[src/phy_port_defines.svh]
// register offsets, field positions, reset values and timing figures
`ifndef PHY_PORT_DEFINES_SVH
`define PHY_PORT_DEFINES_SVH

// ==========================================
// register offsets
`define REG_QUICK_STATUS 5'h11
`define REG_INT_ENABLE 5'h12
`define REG_INT_STATUS 5'h13
`define REG_LED_CONFIG 5'h14
`define REG_TX_CTRL_ONE 5'h1c
`define REG_TX_CTRL_TWO 5'h1e

// ==========================================
// quick status bits
`define QS_SPEED_BIT 14
`define QS_TX_BIT 13
`define QS_RX_BIT 12
`define QS_COL_BIT 11
`define QS_LINK_BIT 10
`define QS_DUPLEX_BIT 9
`define QS_ANEG_MODE_BIT 8
`define QS_ANEG_DONE_BIT 7
`define QS_POLARITY_BIT 5
`define QS_PAUSE_BIT 4
`define QS_ERROR_BIT 3

// ==========================================
// interrupt enable and status fields
`define IE_MASK_LSB 4
`define IE_MASTER_BIT 1
`define IE_TEST_BIT 0
`define IS_EVENT_LSB 4
`define IS_PENDING_BIT 2
`define IE_RESET 4'h0

// ==========================================
// led configuration fields
`define LED1_LSB 12
`define LED2_LSB 8
`define LED3_LSB 4
`define LED_LEN_LSB 2
`define LED_STRETCH_BIT 1
`define LED1_RESET 4'h0
`define LED2_RESET 4'h4
`define LED3_RESET 4'h2
`define LED_LEN_RESET 2'h0
`define LED_STRETCH_RESET 1'b1
`define TX_CTRL_RESET 16'h0000

// ==========================================
// led selector codes
`define LED_SPEED 4'h0
`define LED_TX 4'h1
`define LED_RX 4'h2
`define LED_COL 4'h3
`define LED_LINK 4'h4
`define LED_DUPLEX 4'h5
`define LED_ACT 4'h7
`define LED_ON 4'h8
`define LED_OFF 4'h9
`define LED_FAST 4'ha
`define LED_SLOW 4'hb
`define LED_LINK_RX 4'hc
`define LED_LINK_ACT 4'hd
`define LED_DPX_COL 4'he

// ==========================================
// timing
`define CLK_FREQ_KHZ 40000
`define STRETCH0_MS 30
`define STRETCH1_MS 60
`define STRETCH2_MS 100
`define FAST_BLINK_MS 100
`define SLOW_BLINK_MS 500
`define PREAMBLE_BITS 32

`endif

[src/phy_port_pkg.sv]
// types shared by the port management register block
package phy_port_pkg;

	typedef struct packed {
		logic speed_100;
		logic tx_active;
		logic rx_active;
		logic collision;
		logic link_up;
		logic full_duplex;
		logic aneg_enabled;
		logic aneg_done;
		logic polarity_reversed;
		logic pause_advertised;
		logic error_seen;
	} port_status_s;

	typedef enum logic [2:0] {
		MD_PREAMBLE,
		MD_HEADER,
		MD_TA_READ,
		MD_TA_WRITE,
		MD_DATA_READ,
		MD_DATA_WRITE
	} mdio_state_e;

endpackage

[src/phy_port_status_irq_led_regs.sv]
// per-port quick status, interrupt and led register logic behind the mdio port
// What this block does
// - quick status shows live collision, link up and full duplex
// - quick status shows negotiation mode and completion, same as basic status
// - polarity bit reads one when receive pair polarity is reversed
// - pause bit mirrors the advertised local pause capability
// - error bit reads one once an error such as remote fault occurred
// - four mask bits gate negotiation, speed, duplex, link events; reset zero
// - master enable bit allows the port interrupt; resets to zero
// - test bit forces the management interrupt on
// - speed, duplex, link change bits latch and clear on read
// - negotiation done bit latches and clears on read
// - pending bit shows a pending interrupt and clears on read
// - self clearing status bits clear on a management read of the interrupt status register
// - led selector codes pick speed, tx, rx, collision, link, duplex, activity
// - codes 1000 to 1011 force on, off, fast and slow blink
// - combined codes show primary solid and toggle on secondary events
// - combined displays are always stretched
// - three led selectors with reset values speed, link, receive
// - stretch length field selects 30, 60 or 100 ms
// - stretch enable bit resets to one
// - duplex led may stay on briefly after link loss
`timescale 1ns/10ps
`include "phy_port_defines.svh"

module phy_port_status_irq_led_regs
	import phy_port_pkg::*;
#(
	parameter int STRETCH0_CYCLES = `STRETCH0_MS * `CLK_FREQ_KHZ,
	parameter int STRETCH1_CYCLES = `STRETCH1_MS * `CLK_FREQ_KHZ,
	parameter int STRETCH2_CYCLES = `STRETCH2_MS * `CLK_FREQ_KHZ,
	parameter int FAST_BLINK_CYCLES = `FAST_BLINK_MS * `CLK_FREQ_KHZ,
	parameter int SLOW_BLINK_CYCLES = `SLOW_BLINK_MS * `CLK_FREQ_KHZ,
	parameter bit LED_ACTIVE_LOW = 1'b1
) (
	input wire logic clk,
	input wire logic rst_n,
	input wire logic [4:0] phy_address,
	input wire port_status_s port_status,
	input wire logic mdc,
	input wire logic mdio_in,
	output logic mdio_out,
	output logic mdio_oe,
	output logic management_interrupt_pending_n,
	output logic [2:0] led
);

	// wide enough for the slow blink default, which needs 25 bits
	localparam int CW = 32;

	// ==========================================
	// management frame decoder
	mdio_state_e st_ff, nxt_st;
	logic [5:0] cnt_ff, nxt_cnt;
	logic [15:0] sh_ff, nxt_sh;
	logic [4:0] reg_ff, nxt_reg;
	logic mdc_ff, out_ff, nxt_out, oe_ff, nxt_oe, match_ff, nxt_match;
	logic mdc_rise, rd_strobe, wr_strobe;
	logic [15:0] rd_data;

	// register state
	logic [3:0] mask_ff, nxt_mask;
	logic port_interrupt_master_enable_ff, nxt_port_interrupt_master_enable, force_interrupt_test_ff, nxt_force_interrupt_test;
	logic [3:0] ev_ff, nxt_ev;
	logic pend_ff, nxt_pend;
	logic [3:0] sel_ff [3];
	logic [3:0] nxt_sel [3];
	logic [1:0] len_ff, nxt_len;
	logic str_en_ff, nxt_str_en;
	logic [15:0] txc1_ff, nxt_txc1, txc2_ff, nxt_txc2;
	logic spd_prev_ff, dpx_prev_ff, lnk_prev_ff, ang_prev_ff;
	logic irq_n_ff, nxt_irq_n;
	logic irq_cond;
	logic [3:0] ev_set;

	// led state
	logic [CW-1:0] scnt_ff [3];
	logic [CW-1:0] nxt_scnt [3];
	logic [CW-1:0] fast_ff, nxt_fast, slow_ff, nxt_slow;
	logic fast_ph_ff, nxt_fast_ph, slow_ph_ff, nxt_slow_ph;
	logic [2:0] led_ff, nxt_led;

	function automatic logic [CW-1:0] stretch_len(input logic [1:0] code);
		unique case (code)
			2'b00: stretch_len = CW'(STRETCH0_CYCLES);
			2'b01: stretch_len = CW'(STRETCH1_CYCLES);
			default: stretch_len = CW'(STRETCH2_CYCLES);
		endcase
	endfunction

	assign mdc_rise = mdc & ~mdc_ff;

	// ==========================================
	// read data mux
	always_comb begin
		rd_data = 16'h0000;
		unique case (reg_ff)
			`REG_QUICK_STATUS: begin
				rd_data[`QS_SPEED_BIT] = port_status.speed_100;
				rd_data[`QS_TX_BIT] = port_status.tx_active;
				rd_data[`QS_RX_BIT] = port_status.rx_active;
				rd_data[`QS_COL_BIT] = port_status.collision;
				rd_data[`QS_LINK_BIT] = port_status.link_up;
				rd_data[`QS_DUPLEX_BIT] = port_status.full_duplex;
				rd_data[`QS_ANEG_MODE_BIT] = port_status.aneg_enabled;
				rd_data[`QS_ANEG_DONE_BIT] = port_status.aneg_done;
				rd_data[`QS_POLARITY_BIT] = port_status.polarity_reversed;
				rd_data[`QS_PAUSE_BIT] = port_status.pause_advertised;
				rd_data[`QS_ERROR_BIT] = port_status.error_seen;
			end
			`REG_INT_ENABLE: begin
				rd_data[`IE_MASK_LSB +: 4] = mask_ff;
				rd_data[`IE_MASTER_BIT] = port_interrupt_master_enable_ff;
				rd_data[`IE_TEST_BIT] = force_interrupt_test_ff;
			end
			`REG_INT_STATUS: begin
				rd_data[`IS_EVENT_LSB +: 4] = ev_ff;
				rd_data[`IS_PENDING_BIT] = pend_ff;
			end
			`REG_LED_CONFIG: begin
				rd_data[`LED1_LSB +: 4] = sel_ff[0];
				rd_data[`LED2_LSB +: 4] = sel_ff[1];
				rd_data[`LED3_LSB +: 4] = sel_ff[2];
				rd_data[`LED_LEN_LSB +: 2] = len_ff;
				rd_data[`LED_STRETCH_BIT] = str_en_ff;
			end
			`REG_TX_CTRL_ONE: rd_data = txc1_ff;
			`REG_TX_CTRL_TWO: rd_data = txc2_ff;
			default: rd_data = 16'h0000;
		endcase
	end

	// ==========================================
	// mdio frame sequencer, mdc sampled as a plain input
	always_comb begin
		nxt_st = st_ff;
		nxt_cnt = cnt_ff;
		nxt_sh = sh_ff;
		nxt_reg = reg_ff;
		nxt_out = out_ff;
		nxt_oe = oe_ff;
		nxt_match = match_ff;
		rd_strobe = 1'b0;
		wr_strobe = 1'b0;
		if (mdc_rise) begin
			unique case (st_ff)
				MD_PREAMBLE: begin
					if (mdio_in) begin
						if (cnt_ff != 6'(`PREAMBLE_BITS))
							nxt_cnt = cnt_ff + 6'h01;
					end else if (cnt_ff == 6'(`PREAMBLE_BITS)) begin
						nxt_st = MD_HEADER;
						nxt_cnt = 6'h00;
					end else begin
						nxt_cnt = 6'h00;
					end
				end
				MD_HEADER: begin
					// start bit, opcode, phy address, register address
					nxt_sh = {sh_ff[14:0], mdio_in};
					nxt_cnt = cnt_ff + 6'h01;
					if (cnt_ff == 6'd12) begin
						nxt_reg = {sh_ff[3:0], mdio_in};
						nxt_match = (sh_ff[8:4] == phy_address);
						nxt_cnt = 6'h00;
						if (sh_ff[11:9] == 3'b110 || sh_ff[11:9] == 3'b101)
							nxt_st = (sh_ff[10]) ? MD_TA_READ : MD_TA_WRITE;
						else
							nxt_st = MD_PREAMBLE;
					end
				end
				MD_TA_READ: begin
					// capture read data; self clearing bits go with it
					nxt_sh = rd_data;
					rd_strobe = match_ff;
					nxt_out = 1'b0;
					nxt_oe = match_ff;
					nxt_st = MD_DATA_READ;
				end
				MD_DATA_READ: begin
					nxt_cnt = cnt_ff + 6'h01;
					nxt_out = sh_ff[15];
					nxt_sh = {sh_ff[14:0], 1'b0};
					if (cnt_ff == 6'd16) begin
						nxt_oe = 1'b0;
						nxt_out = 1'b0;
						nxt_cnt = 6'h00;
						nxt_st = MD_PREAMBLE;
					end
				end
				MD_TA_WRITE: begin
					nxt_cnt = cnt_ff + 6'h01;
					if (cnt_ff == 6'd1) begin
						nxt_cnt = 6'h00;
						nxt_st = MD_DATA_WRITE;
					end
				end
				MD_DATA_WRITE: begin
					nxt_sh = {sh_ff[14:0], mdio_in};
					nxt_cnt = cnt_ff + 6'h01;
					if (cnt_ff == 6'd15) begin
						wr_strobe = match_ff;
						nxt_cnt = 6'h00;
						nxt_st = MD_PREAMBLE;
					end
				end
			endcase
		end
	end

	// ==========================================
	// register writes, event latching and interrupt
	always_comb begin
		nxt_mask = mask_ff;
		nxt_port_interrupt_master_enable = port_interrupt_master_enable_ff;
		nxt_force_interrupt_test = force_interrupt_test_ff;
		nxt_sel = sel_ff;
		nxt_len = len_ff;
		nxt_str_en = str_en_ff;
		nxt_txc1 = txc1_ff;
		nxt_txc2 = txc2_ff;
		if (wr_strobe) begin
			unique case (reg_ff)
				`REG_INT_ENABLE: begin
					nxt_mask = nxt_sh[`IE_MASK_LSB +: 4];
					nxt_port_interrupt_master_enable = nxt_sh[`IE_MASTER_BIT];
					nxt_force_interrupt_test = nxt_sh[`IE_TEST_BIT];
				end
				`REG_LED_CONFIG: begin
					nxt_sel[0] = nxt_sh[`LED1_LSB +: 4];
					nxt_sel[1] = nxt_sh[`LED2_LSB +: 4];
					nxt_sel[2] = nxt_sh[`LED3_LSB +: 4];
					nxt_len = nxt_sh[`LED_LEN_LSB +: 2];
					nxt_str_en = nxt_sh[`LED_STRETCH_BIT];
				end
				`REG_TX_CTRL_ONE: nxt_txc1 = nxt_sh;
				`REG_TX_CTRL_TWO: nxt_txc2 = nxt_sh;
				default: nxt_mask = mask_ff;
			endcase
		end
		ev_set = {port_status.aneg_done & ~ang_prev_ff,
			port_status.speed_100 ^ spd_prev_ff,
			port_status.full_duplex ^ dpx_prev_ff,
			port_status.link_up ^ lnk_prev_ff};
		// read clears, but a new event in that cycle wins
		nxt_ev = (ev_ff & ~{4{rd_strobe && reg_ff == `REG_INT_STATUS}}) | ev_set;
		// masked latched event under master enable
		irq_cond = port_interrupt_master_enable_ff & (|(ev_ff & mask_ff));
		// pending flag, clear on read, set wins
		// judged on the next events, so a read is not undone by the old ones
		nxt_pend = (pend_ff & ~(rd_strobe && reg_ff == `REG_INT_STATUS))
			| (port_interrupt_master_enable_ff & (|(nxt_ev & mask_ff)));
		nxt_irq_n = ~(irq_cond | force_interrupt_test_ff);
	end

	// ==========================================
	// led displays with pulse stretching
	always_comb begin
		logic raw_ev;
		logic held;
		logic pri;
		logic on;
		raw_ev = 1'b0;
		held = 1'b0;
		pri = 1'b0;
		on = 1'b0;
		nxt_fast = (fast_ff == CW'(FAST_BLINK_CYCLES - 1)) ? '0 : fast_ff + CW'(1);
		nxt_fast_ph = (fast_ff == CW'(FAST_BLINK_CYCLES - 1)) ? ~fast_ph_ff : fast_ph_ff;
		nxt_slow = (slow_ff == CW'(SLOW_BLINK_CYCLES - 1)) ? '0 : slow_ff + CW'(1);
		nxt_slow_ph = (slow_ff == CW'(SLOW_BLINK_CYCLES - 1)) ? ~slow_ph_ff : slow_ph_ff;
		for (int i = 0; i < 3; i++) begin
			unique case (sel_ff[i])
				`LED_TX: raw_ev = port_status.tx_active;
				`LED_RX, `LED_LINK_RX: raw_ev = port_status.rx_active;
				`LED_COL, `LED_DPX_COL: raw_ev = port_status.collision;
				`LED_ACT, `LED_LINK_ACT: raw_ev = port_status.tx_active | port_status.rx_active;
				default: raw_ev = 1'b0;
			endcase
			if (raw_ev)
				nxt_scnt[i] = stretch_len(len_ff);
			else if (scnt_ff[i] != '0)
				nxt_scnt[i] = scnt_ff[i] - CW'(1);
			else
				nxt_scnt[i] = '0;
			held = raw_ev | (scnt_ff[i] != '0);
			pri = (sel_ff[i] == `LED_DPX_COL) ? port_status.full_duplex : port_status.link_up;
			unique case (sel_ff[i])
				// plain sources, stretch bit applies to event sources
				`LED_SPEED: on = port_status.speed_100;
				`LED_LINK: on = port_status.link_up;
				// duplex shown as reported, may lag link loss
				`LED_DUPLEX: on = port_status.full_duplex;
				`LED_TX, `LED_RX, `LED_COL, `LED_ACT: on = str_en_ff ? held : raw_ev;
				`LED_ON: on = 1'b1;
				`LED_OFF: on = 1'b0;
				`LED_FAST: on = fast_ph_ff;
				`LED_SLOW: on = slow_ph_ff;
				// primary solid, secondary flips it; always stretched
				`LED_LINK_RX, `LED_LINK_ACT, `LED_DPX_COL: on = pri ^ held;
				// reserved codes keep the led dark
				default: on = 1'b0;
			endcase
			nxt_led[i] = on ^ LED_ACTIVE_LOW;
		end
	end

	// ==========================================
	// registers
	always_ff @(posedge clk or negedge rst_n) begin
		if (!rst_n) begin
			st_ff <= MD_PREAMBLE;
			cnt_ff <= 6'h00;
			sh_ff <= 16'h0000;
			reg_ff <= 5'h00;
			mdc_ff <= 1'b0;
			out_ff <= 1'b0;
			oe_ff <= 1'b0;
			match_ff <= 1'b0;
			mask_ff <= `IE_RESET;
			port_interrupt_master_enable_ff <= 1'b0;
			force_interrupt_test_ff <= 1'b0;
			ev_ff <= 4'h0;
			pend_ff <= 1'b0;
			sel_ff[0] <= `LED1_RESET;
			sel_ff[1] <= `LED2_RESET;
			sel_ff[2] <= `LED3_RESET;
			len_ff <= `LED_LEN_RESET;
			str_en_ff <= `LED_STRETCH_RESET;
			txc1_ff <= `TX_CTRL_RESET;
			txc2_ff <= `TX_CTRL_RESET;
			spd_prev_ff <= 1'b0;
			dpx_prev_ff <= 1'b0;
			lnk_prev_ff <= 1'b0;
			ang_prev_ff <= 1'b0;
			irq_n_ff <= 1'b1;
			scnt_ff <= '{default: '0};
			fast_ff <= '0;
			slow_ff <= '0;
			fast_ph_ff <= 1'b0;
			slow_ph_ff <= 1'b0;
			led_ff <= {3{LED_ACTIVE_LOW}};
		end else begin
			st_ff <= nxt_st;
			cnt_ff <= nxt_cnt;
			sh_ff <= nxt_sh;
			reg_ff <= nxt_reg;
			mdc_ff <= mdc;
			out_ff <= nxt_out;
			oe_ff <= nxt_oe;
			match_ff <= nxt_match;
			mask_ff <= nxt_mask;
			port_interrupt_master_enable_ff <= nxt_port_interrupt_master_enable;
			force_interrupt_test_ff <= nxt_force_interrupt_test;
			ev_ff <= nxt_ev;
			pend_ff <= nxt_pend;
			sel_ff <= nxt_sel;
			len_ff <= nxt_len;
			str_en_ff <= nxt_str_en;
			txc1_ff <= nxt_txc1;
			txc2_ff <= nxt_txc2;
			spd_prev_ff <= port_status.speed_100;
			dpx_prev_ff <= port_status.full_duplex;
			lnk_prev_ff <= port_status.link_up;
			ang_prev_ff <= port_status.aneg_done;
			irq_n_ff <= nxt_irq_n;
			scnt_ff <= nxt_scnt;
			fast_ff <= nxt_fast;
			slow_ff <= nxt_slow;
			fast_ph_ff <= nxt_fast_ph;
			slow_ph_ff <= nxt_slow_ph;
			led_ff <= nxt_led;
		end
	end

	assign mdio_out = out_ff;
	assign mdio_oe = oe_ff;
	assign management_interrupt_pending_n = irq_n_ff;
	assign led = led_ff;

endmodule

[config.mk]
export PLATFORM = sky130hd
export DESIGN_NAME = phy_port_status_irq_led_regs
export DESIGN_NICKNAME = d
export VERILOG_FILES = /design/src/phy_port_pkg.sv /design/src/phy_port_status_irq_led_regs.sv
export VERILOG_INCLUDE_DIRS = /design/src
export SDC_FILE = /design/constraint.sdc
export NUM_CORES = 1
export LEC_CHECK = 0
export BUFFER_PORTS_ARGS = -buffer_cell sky130_fd_sc_hd__buf_2
export CORE_MARGIN = 2
export CORE_UTILIZATION = 30
export CTS_BUF_LIST = sky130_fd_sc_hd__clkbuf_4
export CTS_CLUSTER_DIAMETER = 150
export DETAILED_ROUTE_END_ITERATION = 12
export SYNTH_ARGS = -nofsm -noshare
export SYNTH_HDL_FRONTEND = slang
export SYNTH_SLANG_ARGS = --single-unit
[constraint.sdc]
create_clock -name clk -period 2.3 [get_ports clk]
set_input_delay 0.46 -clock clk [delete_from_list [all_inputs] [get_ports clk]]
set_output_delay 0.46 -clock clk [all_outputs]
set_load 0.02 [all_outputs]
==> flow_results.xml, run 1 <==
<?xml version="1.0" encoding="UTF-8"?>
<metrics>
  <group name="sta">
    <metric name="setup_viol_count_final" unit="">0</metric>
    <metric name="finClkSkew" unit="ns">0.0408</metric>
    <metric name="tightestPinTransition" unit="ns">0.633</metric>
    <metric name="slew_headroom" unit="%">57.6</metric>
    <metric name="max_clock_freq" unit="MHz">447</metric>
    <metric name="timing.final.max_slew_violations" unit="">0</metric>
    <metric name="layout_worst_path_cycle_share" unit="%">97.2</metric>
    <metric name="timing_hold_violations_final" unit="">0</metric>
    <metric name="final.setup.tns" unit="ns">0</metric>
    <metric name="grt_setup_unrepaired" unit="">yes</metric>
    <metric name="finalWorstPathRequiredPeriod" unit="ns">2.24</metric>
  </group>
  <group name="final_layout">
    <metric name="multi_input_area" unit="mm2">0.00633</metric>
    <metric name="area.growth.synth_to_final" unit="%">19.3</metric>
    <metric name="n_fill_cell" unit="">4363</metric>
    <metric name="num-nets-final" unit="">1491</metric>
    <metric name="final-seq-area" unit="mm2">0.00657</metric>
    <metric name="drive_gt1_share" unit="%">21.0</metric>
  </group>
  <group name="route">
    <metric name="detailroute.via_count" unit="">10300</metric>
    <metric name="antenna_left" unit="">0</metric>
    <metric name="postRouteWirelength" unit="um">31200</metric>
    <metric name="vias_per_cell" unit="">4.90</metric>
    <metric name="first_iter_violations" unit="">611</metric>
    <metric name="post_drt_wl_per_cell" unit="um">14.9</metric>
    <metric name="drtPass1Iterations" unit="">6</metric>
    <metric name="post-route-drc-count" unit="">0</metric>
  </group>
  <group name="yosys">
    <metric name="synth_top_cell_area_share" unit="%">48.5</metric>
    <metric name="synth-seq-cells" unit="">262</metric>
    <metric name="syn_inst" unit="">1316</metric>
    <metric name="syn_avg_cell_area" unit="um2">9.99</metric>
    <metric name="yosys_warnings" unit="">0</metric>
    <metric name="syn_area" unit="mm2">0.0131</metric>
    <metric name="postSynth.topFlopCell" unit="">sky130_fd_sc_hd__dfrtp_1</metric>
    <metric name="post-synth-top-area-cell" unit="">sky130_fd_sc_hd__dfrtp_1</metric>
    <metric name="synth_edf_count" unit="">0</metric>
    <metric name="postSynthNetCount" unit="">1347</metric>
    <metric name="share_of_flip_flops_with_an_asynchronous_set_or_reset_after_synthesis" unit="%">100</metric>
    <metric name="synth_top_cells_by_area" unit="">sky130_fd_sc_hd__dfrtp_1 49%, sky130_fd_sc_hd__xnor2_1 5.9%, sky130_fd_sc_hd__xor2_1 4.5%</metric>
    <metric name="yosysSeqAreaShare" unit="%">49.9</metric>
    <metric name="netlist-cell-type-count" unit="">75</metric>
  </group>
  <group name="setup_path">
    <metric name="timing.critical_path.from" unit="">scnt_ff[84]</metric>
    <metric name="worstSetupPathDepth" unit="">6</metric>
    <metric name="required" unit="ns">2.91</metric>
    <metric name="path_cells" unit="">or4_4 -&gt; nor4_2 -&gt; or4b_4 -&gt; nor4_4 -&gt; xnor2_1 -&gt; nor2_2</metric>
    <metric name="delay_of_the_slowest_cell_on_the_worst_path" unit="ns">0.56</metric>
    <metric name="regToRegStartpoint" unit="">scnt_ff[84]</metric>
    <metric name="r2r_cells" unit="">6</metric>
    <metric name="cp_num_buf_inv" unit="">0</metric>
    <metric name="cp-start-kind" unit="">flip-flop</metric>
    <metric name="worst_r2r_endpoint" unit="">scnt_ff[94]</metric>
    <metric name="timing.critical_path.to_type" unit="">flip-flop</metric>
    <metric name="destination_of_the_critical_timing_path" unit="">scnt_ff[94]</metric>
    <metric name="critical_path_class" unit="">flip-flop to flip-flop</metric>
    <metric name="worstPathMaxFanout" unit="">4</metric>
    <metric name="critical_path.top_delay_family" unit="">simple AND/OR/NAND/NOR gates</metric>
    <metric name="worst-endpoint-arrival" unit="ns">2.84</metric>
    <metric name="timing.critical_path.slowest_stage_cell" unit="">sky130_fd_sc_hd__or4_4</metric>
    <metric name="worst-r2r-setup-slack" unit="ns">0.06</metric>
  </group>
  <group name="floorplanning">
    <metric name="floorplan.initialDensity" unit="%">30.5</metric>
    <metric name="die_height" unit="um">213</metric>
    <metric name="io_pins" unit="">26</metric>
    <metric name="floorplan.die.width" unit="um">213</metric>
    <metric name="std_cell_rows" unit="">76</metric>
    <metric name="core_region_area" unit="mm2">0.0432</metric>
    <metric name="die_area" unit="mm2">0.0455</metric>
  </group>
  <group name="placed_design">
    <metric name="detailedPlacementHpwl" unit="um">21300</metric>
    <metric name="buffer_ports.inserted" unit="">25</metric>
    <metric name="gpl.final_weighted_congestion" unit="">0.846</metric>
  </group>
  <group name="global_routing">
    <metric name="grt_pass1_vias" unit="">10500</metric>
    <metric name="gr-total-overflow" unit="">0</metric>
    <metric name="grt_pass1_wl" unit="um">52700</metric>
    <metric name="globalRouteTotalUtil" unit="%">14.3</metric>
    <metric name="maximum_number_of_pins_on_one_net_before_global_route_repair" unit="">70</metric>
    <metric name="antenna_found_initial" unit="">1</metric>
  </group>
  <group name="clocking">
    <metric name="cts_inserted_buffers" unit="">72</metric>
    <metric name="clock_tree.buffer_depth" unit="">3</metric>
    <metric name="worstSkewPairLatency" unit="ns">0.73</metric>
    <metric name="cts-root-buf" unit="">sky130_fd_sc_hd__clkbuf_4</metric>
    <metric name="clock_sinks" unit="">262</metric>
    <metric name="cts-htree-levels" unit="">3</metric>
    <metric name="cts_tree" unit="">built</metric>
    <metric name="clkSlewWorstSetupHoldPaths" unit="ns">0.07</metric>
  </group>
  <group name="hold_path">
    <metric name="worstHoldPathType" unit="">input pin to flip-flop</metric>
  </group>
  <group name="flow_run">
    <metric name="number_of_max_cap_violations" unit="">0</metric>
  </group>
  <group name="power_and_ir_drop">
    <metric name="total_leakage_power" unit="uW">0.00684</metric>
    <metric name="power" unit="uW">10200</metric>
    <metric name="power_per_cell_area" unit="mW/mm2">650</metric>
    <metric name="vdd_drop_max" unit="uV">295</metric>
  </group>
  <group name="run_status">
    <metric name="outcome" unit="">completed</metric>
  </group>
</metrics>
synth_stat cells (22+ instances only):
cell type                  number
sky130_fd_sc_hd__o21ai_0       60
sky130_fd_sc_hd__a21oi_1       52
sky130_fd_sc_hd__nand3_1       44
sky130_fd_sc_hd__xnor2_1       89
sky130_fd_sc_hd__mux2_2        28
sky130_fd_sc_hd__dfrtp_1      255
sky130_fd_sc_hd__nor4_1        22
sky130_fd_sc_hd__clkbuf_1      41
sky130_fd_sc_hd__nor2_1       147
sky130_fd_sc_hd__xor2_1        67
sky130_fd_sc_hd__nand2_1      108
sky130_fd_sc_hd__and3_1        22
sky130_fd_sc_hd__inv_1         32
sky130_fd_sc_hd__nor3_1        34
worst min path at each step:
stage          cells past startpoint       startpoint          end  slack (ns)
2_1_floorplan                      0            rst_n  ang_prev_ff        0.16
3_3_place_gp                       1            rst_n  scnt_ff[68]        0.40
3_5_place_dp                       1            rst_n  scnt_ff[66]        0.40
4_1_cts                            2  port_status[10]  spd_prev_ff        0.01
5_1_grt                            2  port_status[10]  spd_prev_ff        0.01
6_report                           2  port_status[10]  spd_prev_ff         0.1
cell usage in the layout (no fill, tap or decap), drive strengths merged, types with 9 or more instances in the layout:
cell | netlist | layout
nor2b | 14 | 14
nor3 | 36 | 36
mux2 | 28 | 28
xnor2 | 89 | 89
and4 | 12 | 12
nor2 | 148 | 148
nand4 | 18 | 18
a21oi | 52 | 52
clkbuf | 41 | 107
nand2 | 108 | 108
clkinv | 0 | 10
a21o | 9 | 9
ha | 11 | 11
o22ai | 20 | 20
mux2i | 9 | 9
inv | 32 | 36
buf | 17 | 123
a222oi | 13 | 13
nand2b | 20 | 20
nor4 | 32 | 32
dfrtp | 255 | 255
nand3b | 14 | 14
a221oi | 14 | 14
o21ai | 76 | 76
or3 | 15 | 15
or4 | 12 | 12
nand3 | 44 | 44
xor2 | 67 | 67
and3 | 22 | 22
cell families after synthesis:
logic type	share of synthesized area (%)
simple gates	21.8
fa+ha+maj	1.12
xor+xnor	10.4
flops	49.9
compound gates	10.9
mux	3.08
buf+inv	2.76
what timing repair did:
action                                  CTS  global route
setup buffers                             0             4
endpoints found under the hold margin    72             0
pin swaps                                 0             6
endpoints found under the setup margin    1           110
resized for setup                         1            28
hold buffers                              5             0
where the power goes:
part           leakage (uW)  total [uW]  switching (uW)  internal, uW
registers           0.00333        4840             134          4700
logic               0.00293         927             553           374
clock network      0.000572        4430            1970          2460
sequential cells by signal, indices dropped and copies added, names as in the netlist, 2 cells and up:
name     cells
txc1_ff     16
sh_ff       16
cnt_ff       6
ev_ff        4
led          3
scnt_ff     96
sel_ff      12
txc2_ff     16
mask_ff      4
len_ff       2
slow_ff     32
reg_ff       5
fast_ff     32
st_ff        3
area by class of cell:
| cell class | count | area share, % |
|---|---|---|
| Sequential cell | 262 | 41.9 |
| Multi-Input combinational cell | 964 | 40.4 |
| Timing Repair Buffer | 128 | 6.29 |
| Clock buffer | 107 | 5.12 |
| Tap cell | 585 | 4.67 |
| Clock inverter | 17 | 0.925 |
| Inverter | 32 | 0.766 |
| Antenna cell | 1 | 0.0160 |
stage by stage:
stage | setup WS, ns | hold WS (ns) | utilization [%] | instance area, um2 | std cells
floorplan | 0.132 | 0.164 | - | 13100 | 1316
global placement | -0.0217 | 0.396 | 33.7 | 14500 | 1962
detailed placement | -0.0134 | 0.397 | 33.7 | 14500 | 1962
CTS | 0.00879 | 0.0105 | 36.0 | 15500 | 2091
global route | -0.0191 | 0.00960 | 36.3 | 15700 | 2096
finish | 0.0649 | 0.100 | 36.3 | 15700 | 2096
layer usage:
layer  global-route usage, %  share of wire, %  vias to the layer above
li1                        -                 -                     4985
met1                    19.5                48                     5063
met2                    22.3                46                      167
met3                    3.51               4.2                       45
met4                    5.03               1.8                        0
met5                       0                 0                        -
Note: power is estimated with default switching activity, not from simulation.
==> run 2: changes to the inputs <==
CORE_ASPECT_RATIO = 1.2   (was default)
clock period = 2 ns   (was 2.3 ns; I/O delays follow)
==> run 2 against run 1 <==
Compared with the run above: the flow now finishes with violations (negative setup slack); die area is essentially flat; critical path type unchanged; final cell count rose by 7.6%; sequential cell count unchanged; clock power is 17% higher.
==> flow_results.xml, run 2 (synthesized netlist as in run 1, its figures left out) <==
<?xml version="1.0" encoding="UTF-8"?>
<metrics>
  <group name="sta">
    <metric name="slew_headroom" unit="%">60.7</metric>
    <metric name="post-route-worst-setup-slack" unit="ns">-0.202</metric>
    <metric name="final_layout_worst_hold_slack" unit="ns">0.105</metric>
    <metric name="tightestPinTransition" unit="ns">0.589</metric>
    <metric name="timing.final.max_slew_violations" unit="">0</metric>
    <metric name="timing_hold_violations_final" unit="">0</metric>
    <metric name="layout_worst_path_cycle_share" unit="%">110</metric>
    <metric name="max_clock_freq" unit="MHz">454</metric>
    <metric name="finalWorstPathRequiredPeriod" unit="ns">2.20</metric>
    <metric name="grt_setup_unrepaired" unit="">yes</metric>
    <metric name="finClkSkew" unit="ns">0.0487</metric>
    <metric name="setup_viol_count_final" unit="">66</metric>
  </group>
  <group name="final_layout">
    <metric name="multi_input_area" unit="mm2">0.00705</metric>
    <metric name="n_fill_cell" unit="">4232</metric>
    <metric name="final_common_cell" unit="">sky130_fd_sc_hd__dfrtp_1</metric>
    <metric name="reg_top3" unit="">scnt_ff (96), fast_ff (32), slow_ff (32)</metric>
    <metric name="final-seq-area" unit="mm2">0.00658</metric>
    <metric name="drive_gt1_share" unit="%">37.0</metric>
    <metric name="number_of_flip_flops_under_the_largest_register_name" unit="">96</metric>
    <metric name="layoutNonFillerInstCount" unit="">2256</metric>
    <metric name="num-nets-final" unit="">1672</metric>
    <metric name="commonest_non_fill_non_tap_cells_in_the_layout" unit="">246 x sky130_fd_sc_hd__dfrtp_1, 233 x sky130_fd_sc_hd__buf_4, 133 x sky130_fd_sc_hd__nor2_1</metric>
    <metric name="largest_register" unit="">scnt_ff</metric>
    <metric name="area.growth.synth_to_final" unit="%">37.3</metric>
  </group>
  <group name="floorplanning">
    <metric name="core_region_area" unit="mm2">0.0435</metric>
    <metric name="die_height" unit="um">233</metric>
    <metric name="io_pins" unit="">26</metric>
    <metric name="std_cell_rows" unit="">84</metric>
    <metric name="floorplan.die.width" unit="um">195</metric>
    <metric name="die_area" unit="mm2">0.0455</metric>
    <metric name="floorplan.initialDensity" unit="%">30.2</metric>
  </group>
  <group name="placed_design">
    <metric name="detailedPlacementHpwl" unit="um">22700</metric>
    <metric name="place.detailed.instances" unit="">2055</metric>
    <metric name="buffer_ports.inserted" unit="">25</metric>
    <metric name="gpl.final_weighted_congestion" unit="">0.805</metric>
  </group>
  <group name="clocking">
    <metric name="clock_sinks" unit="">262</metric>
    <metric name="cts_inserted_buffers" unit="">72</metric>
    <metric name="cts-htree-levels" unit="">3</metric>
    <metric name="cts-root-buf" unit="">sky130_fd_sc_hd__clkbuf_4</metric>
    <metric name="clock_tree.buffer_depth" unit="">3</metric>
    <metric name="worstSkewPairLatency" unit="ns">0.76</metric>
    <metric name="cts_tree" unit="">built</metric>
    <metric name="clkSlewWorstSetupHoldPaths" unit="ns">0.07</metric>
  </group>
  <group name="setup_path">
    <metric name="timing.critical_path.to_type" unit="">flip-flop</metric>
    <metric name="cp-start-kind" unit="">flip-flop</metric>
    <metric name="destination_of_the_critical_timing_path" unit="">scnt_ff[67]</metric>
    <metric name="worst-r2r-setup-slack" unit="ns">-0.20</metric>
    <metric name="regToRegStartpoint" unit="">scnt_ff[81]</metric>
    <metric name="worst_r2r_endpoint" unit="">scnt_ff[67]</metric>
    <metric name="required" unit="ns">2.63</metric>
    <metric name="r2r_cells" unit="">9</metric>
    <metric name="critical_path_class" unit="">flip-flop to flip-flop</metric>
    <metric name="timing.critical_path.from" unit="">scnt_ff[81]</metric>
    <metric name="worst-endpoint-arrival" unit="ns">2.83</metric>
    <metric name="worstPathMaxFanout" unit="">6</metric>
  </group>
  <group name="power_and_ir_drop">
    <metric name="power" unit="uW">12200</metric>
    <metric name="power_per_cell_area" unit="mW/mm2">676</metric>
    <metric name="total_leakage_power" unit="uW">0.00796</metric>
    <metric name="vdd_drop_max" unit="uV">562</metric>
  </group>
  <group name="run_status">
    <metric name="outcome" unit="">finished with violations</metric>
    <metric name="violations" unit="">negative setup slack</metric>
  </group>
  <group name="flow_run">
    <metric name="number_of_max_cap_violations" unit="">0</metric>
  </group>
  <group name="route">
    <metric name="post_drt_wl_per_cell" unit="um">15.6</metric>
    <metric name="first_iter_violations" unit="">525</metric>
    <metric name="detailroute.via_count" unit="">11200</metric>
    <metric name="postRouteWirelength" unit="um">35200</metric>
    <metric name="antenna_left" unit="">0</metric>
    <metric name="post-route-drc-count" unit="">0</metric>
    <metric name="vias_per_cell" unit="">4.97</metric>
    <metric name="drtPass1Iterations" unit="">5</metric>
  </group>
  <group name="hold_path">
    <metric name="worstHoldPathType" unit="">input pin to flip-flop</metric>
    <metric name="min_path_cells" unit="">4</metric>
  </group>
  <group name="global_routing">
    <metric name="globalRouteTotalUtil" unit="%">15.4</metric>
    <metric name="grt_pass1_wl" unit="um">57500</metric>
    <metric name="maximum_number_of_pins_on_one_net_before_global_route_repair" unit="">63</metric>
    <metric name="gr-total-overflow" unit="">0</metric>
    <metric name="grt_pass1_vias" unit="">11800</metric>
    <metric name="antenna_found_initial" unit="">1</metric>
  </group>
</metrics>
[run 2: cell types whose count changed in the layout (fill, tap and decap cells not counted), moves of 9 or more]
cell,before,now
sky130_fd_sc_hd__a221oi_1,14,4
sky130_fd_sc_hd__a221oi_2,0,9
sky130_fd_sc_hd__buf_4,91,233
sky130_fd_sc_hd__buf_6,2,27
sky130_fd_sc_hd__dfrtp_1,255,246
sky130_fd_sc_hd__dfrtp_2,0,9
sky130_fd_sc_hd__nor2_1,146,133
sky130_fd_sc_hd__nor2_2,2,14
sky130_fd_sc_hd__o21ai_0,59,33
sky130_fd_sc_hd__o21ai_1,16,27
sky130_fd_sc_hd__o21ai_2,1,15
[run 2: worst max-delay path: stages, from the launching register on]
cell and delay [ns]:
sky130_fd_sc_hd__dfrtp_1 0.38, sky130_fd_sc_hd__or4_4 0.54, sky130_fd_sc_hd__buf_4 0.15, sky130_fd_sc_hd__buf_6 0.11, sky130_fd_sc_hd__nor3_2 0.14, sky130_fd_sc_hd__and4_4 0.27
sky130_fd_sc_hd__or2_4 0.21, sky130_fd_sc_hd__buf_6 0.13, sky130_fd_sc_hd__buf_16 0.11, sky130_fd_sc_hd__nor2_1 0.04
[run 2: area by class of cell]
type / count / share of cell area [%]
Multi-Input combinational cell: 964 / 39.1
Sequential cell: 262 / 36.4
Timing Repair Buffer: 309 / 14.6
Clock buffer: 105 / 4.37
Tap cell: 559 / 3.87
Clock inverter: 24 / 0.970
Inverter: 32 / 0.665
Antenna cell: 1 / 0.0139
[run 2: through the flow]
| stage | TNS [ns] | util, % | cell area, um2 | setup slack, ns |
|---|---|---|---|---|
| final | -7.89 | 41.5 | 18000 | -0.202 |
| after floorplan | -0.897 | - | 13300 | -0.101 |
| after global routing | -13.96 | 41.5 | 18000 | -0.292 |
| after CTS | -4.80 | 39.7 | 17300 | -0.158 |
| after detailed placement | -14.34 | 35.8 | 15600 | -0.224 |
| after global placement | -11.48 | 35.8 | 15600 | -0.207 |
[run 2: repair_timing]
item                       CTS  global route
hold buffers                 6             0
pin swaps                   37            61
gates cloned                 4             7
hold endpoints to repair    58             0
resized for setup           92           139
setup endpoints to repair  151           166
setup buffers               32            24
[run 2: worst min-delay path by stage]
stage | start | end
CTS | mdio_in | reg_ff[0]
global placement | rst_n | scnt_ff[91]
global route | mdio_in | reg_ff[0]
floorplan | rst_n | ang_prev_ff
finish | phy_address[3] | match_ff
detailed placement | rst_n | scnt_ff[91]
[run 2: power breakdown]
| group | switching (uW) | leakage [uW] | internal, uW |
|---|---|---|---|
| sequential | 165 | 0.00332 | 5420 |
| clock | 2370 | 0.000570 | 2800 |
| combinational | 784 | 0.00407 | 677 |
| total | 3320 | 0.00796 | 8900 |
[run 2: metal layers]
| layer | up-vias | track usage [%] | part of all wire, % |
|---|---|---|---|
| li1 | 5374 | - | - |
| met1 | 5552 | 18.0 | 42 |
| met2 | 227 | 27.7 | 51 |
| met3 | 69 | 2.84 | 4.1 |
| met4 | 0 | 6.75 | 2.7 |
| met5 | - | 0 | 0 |
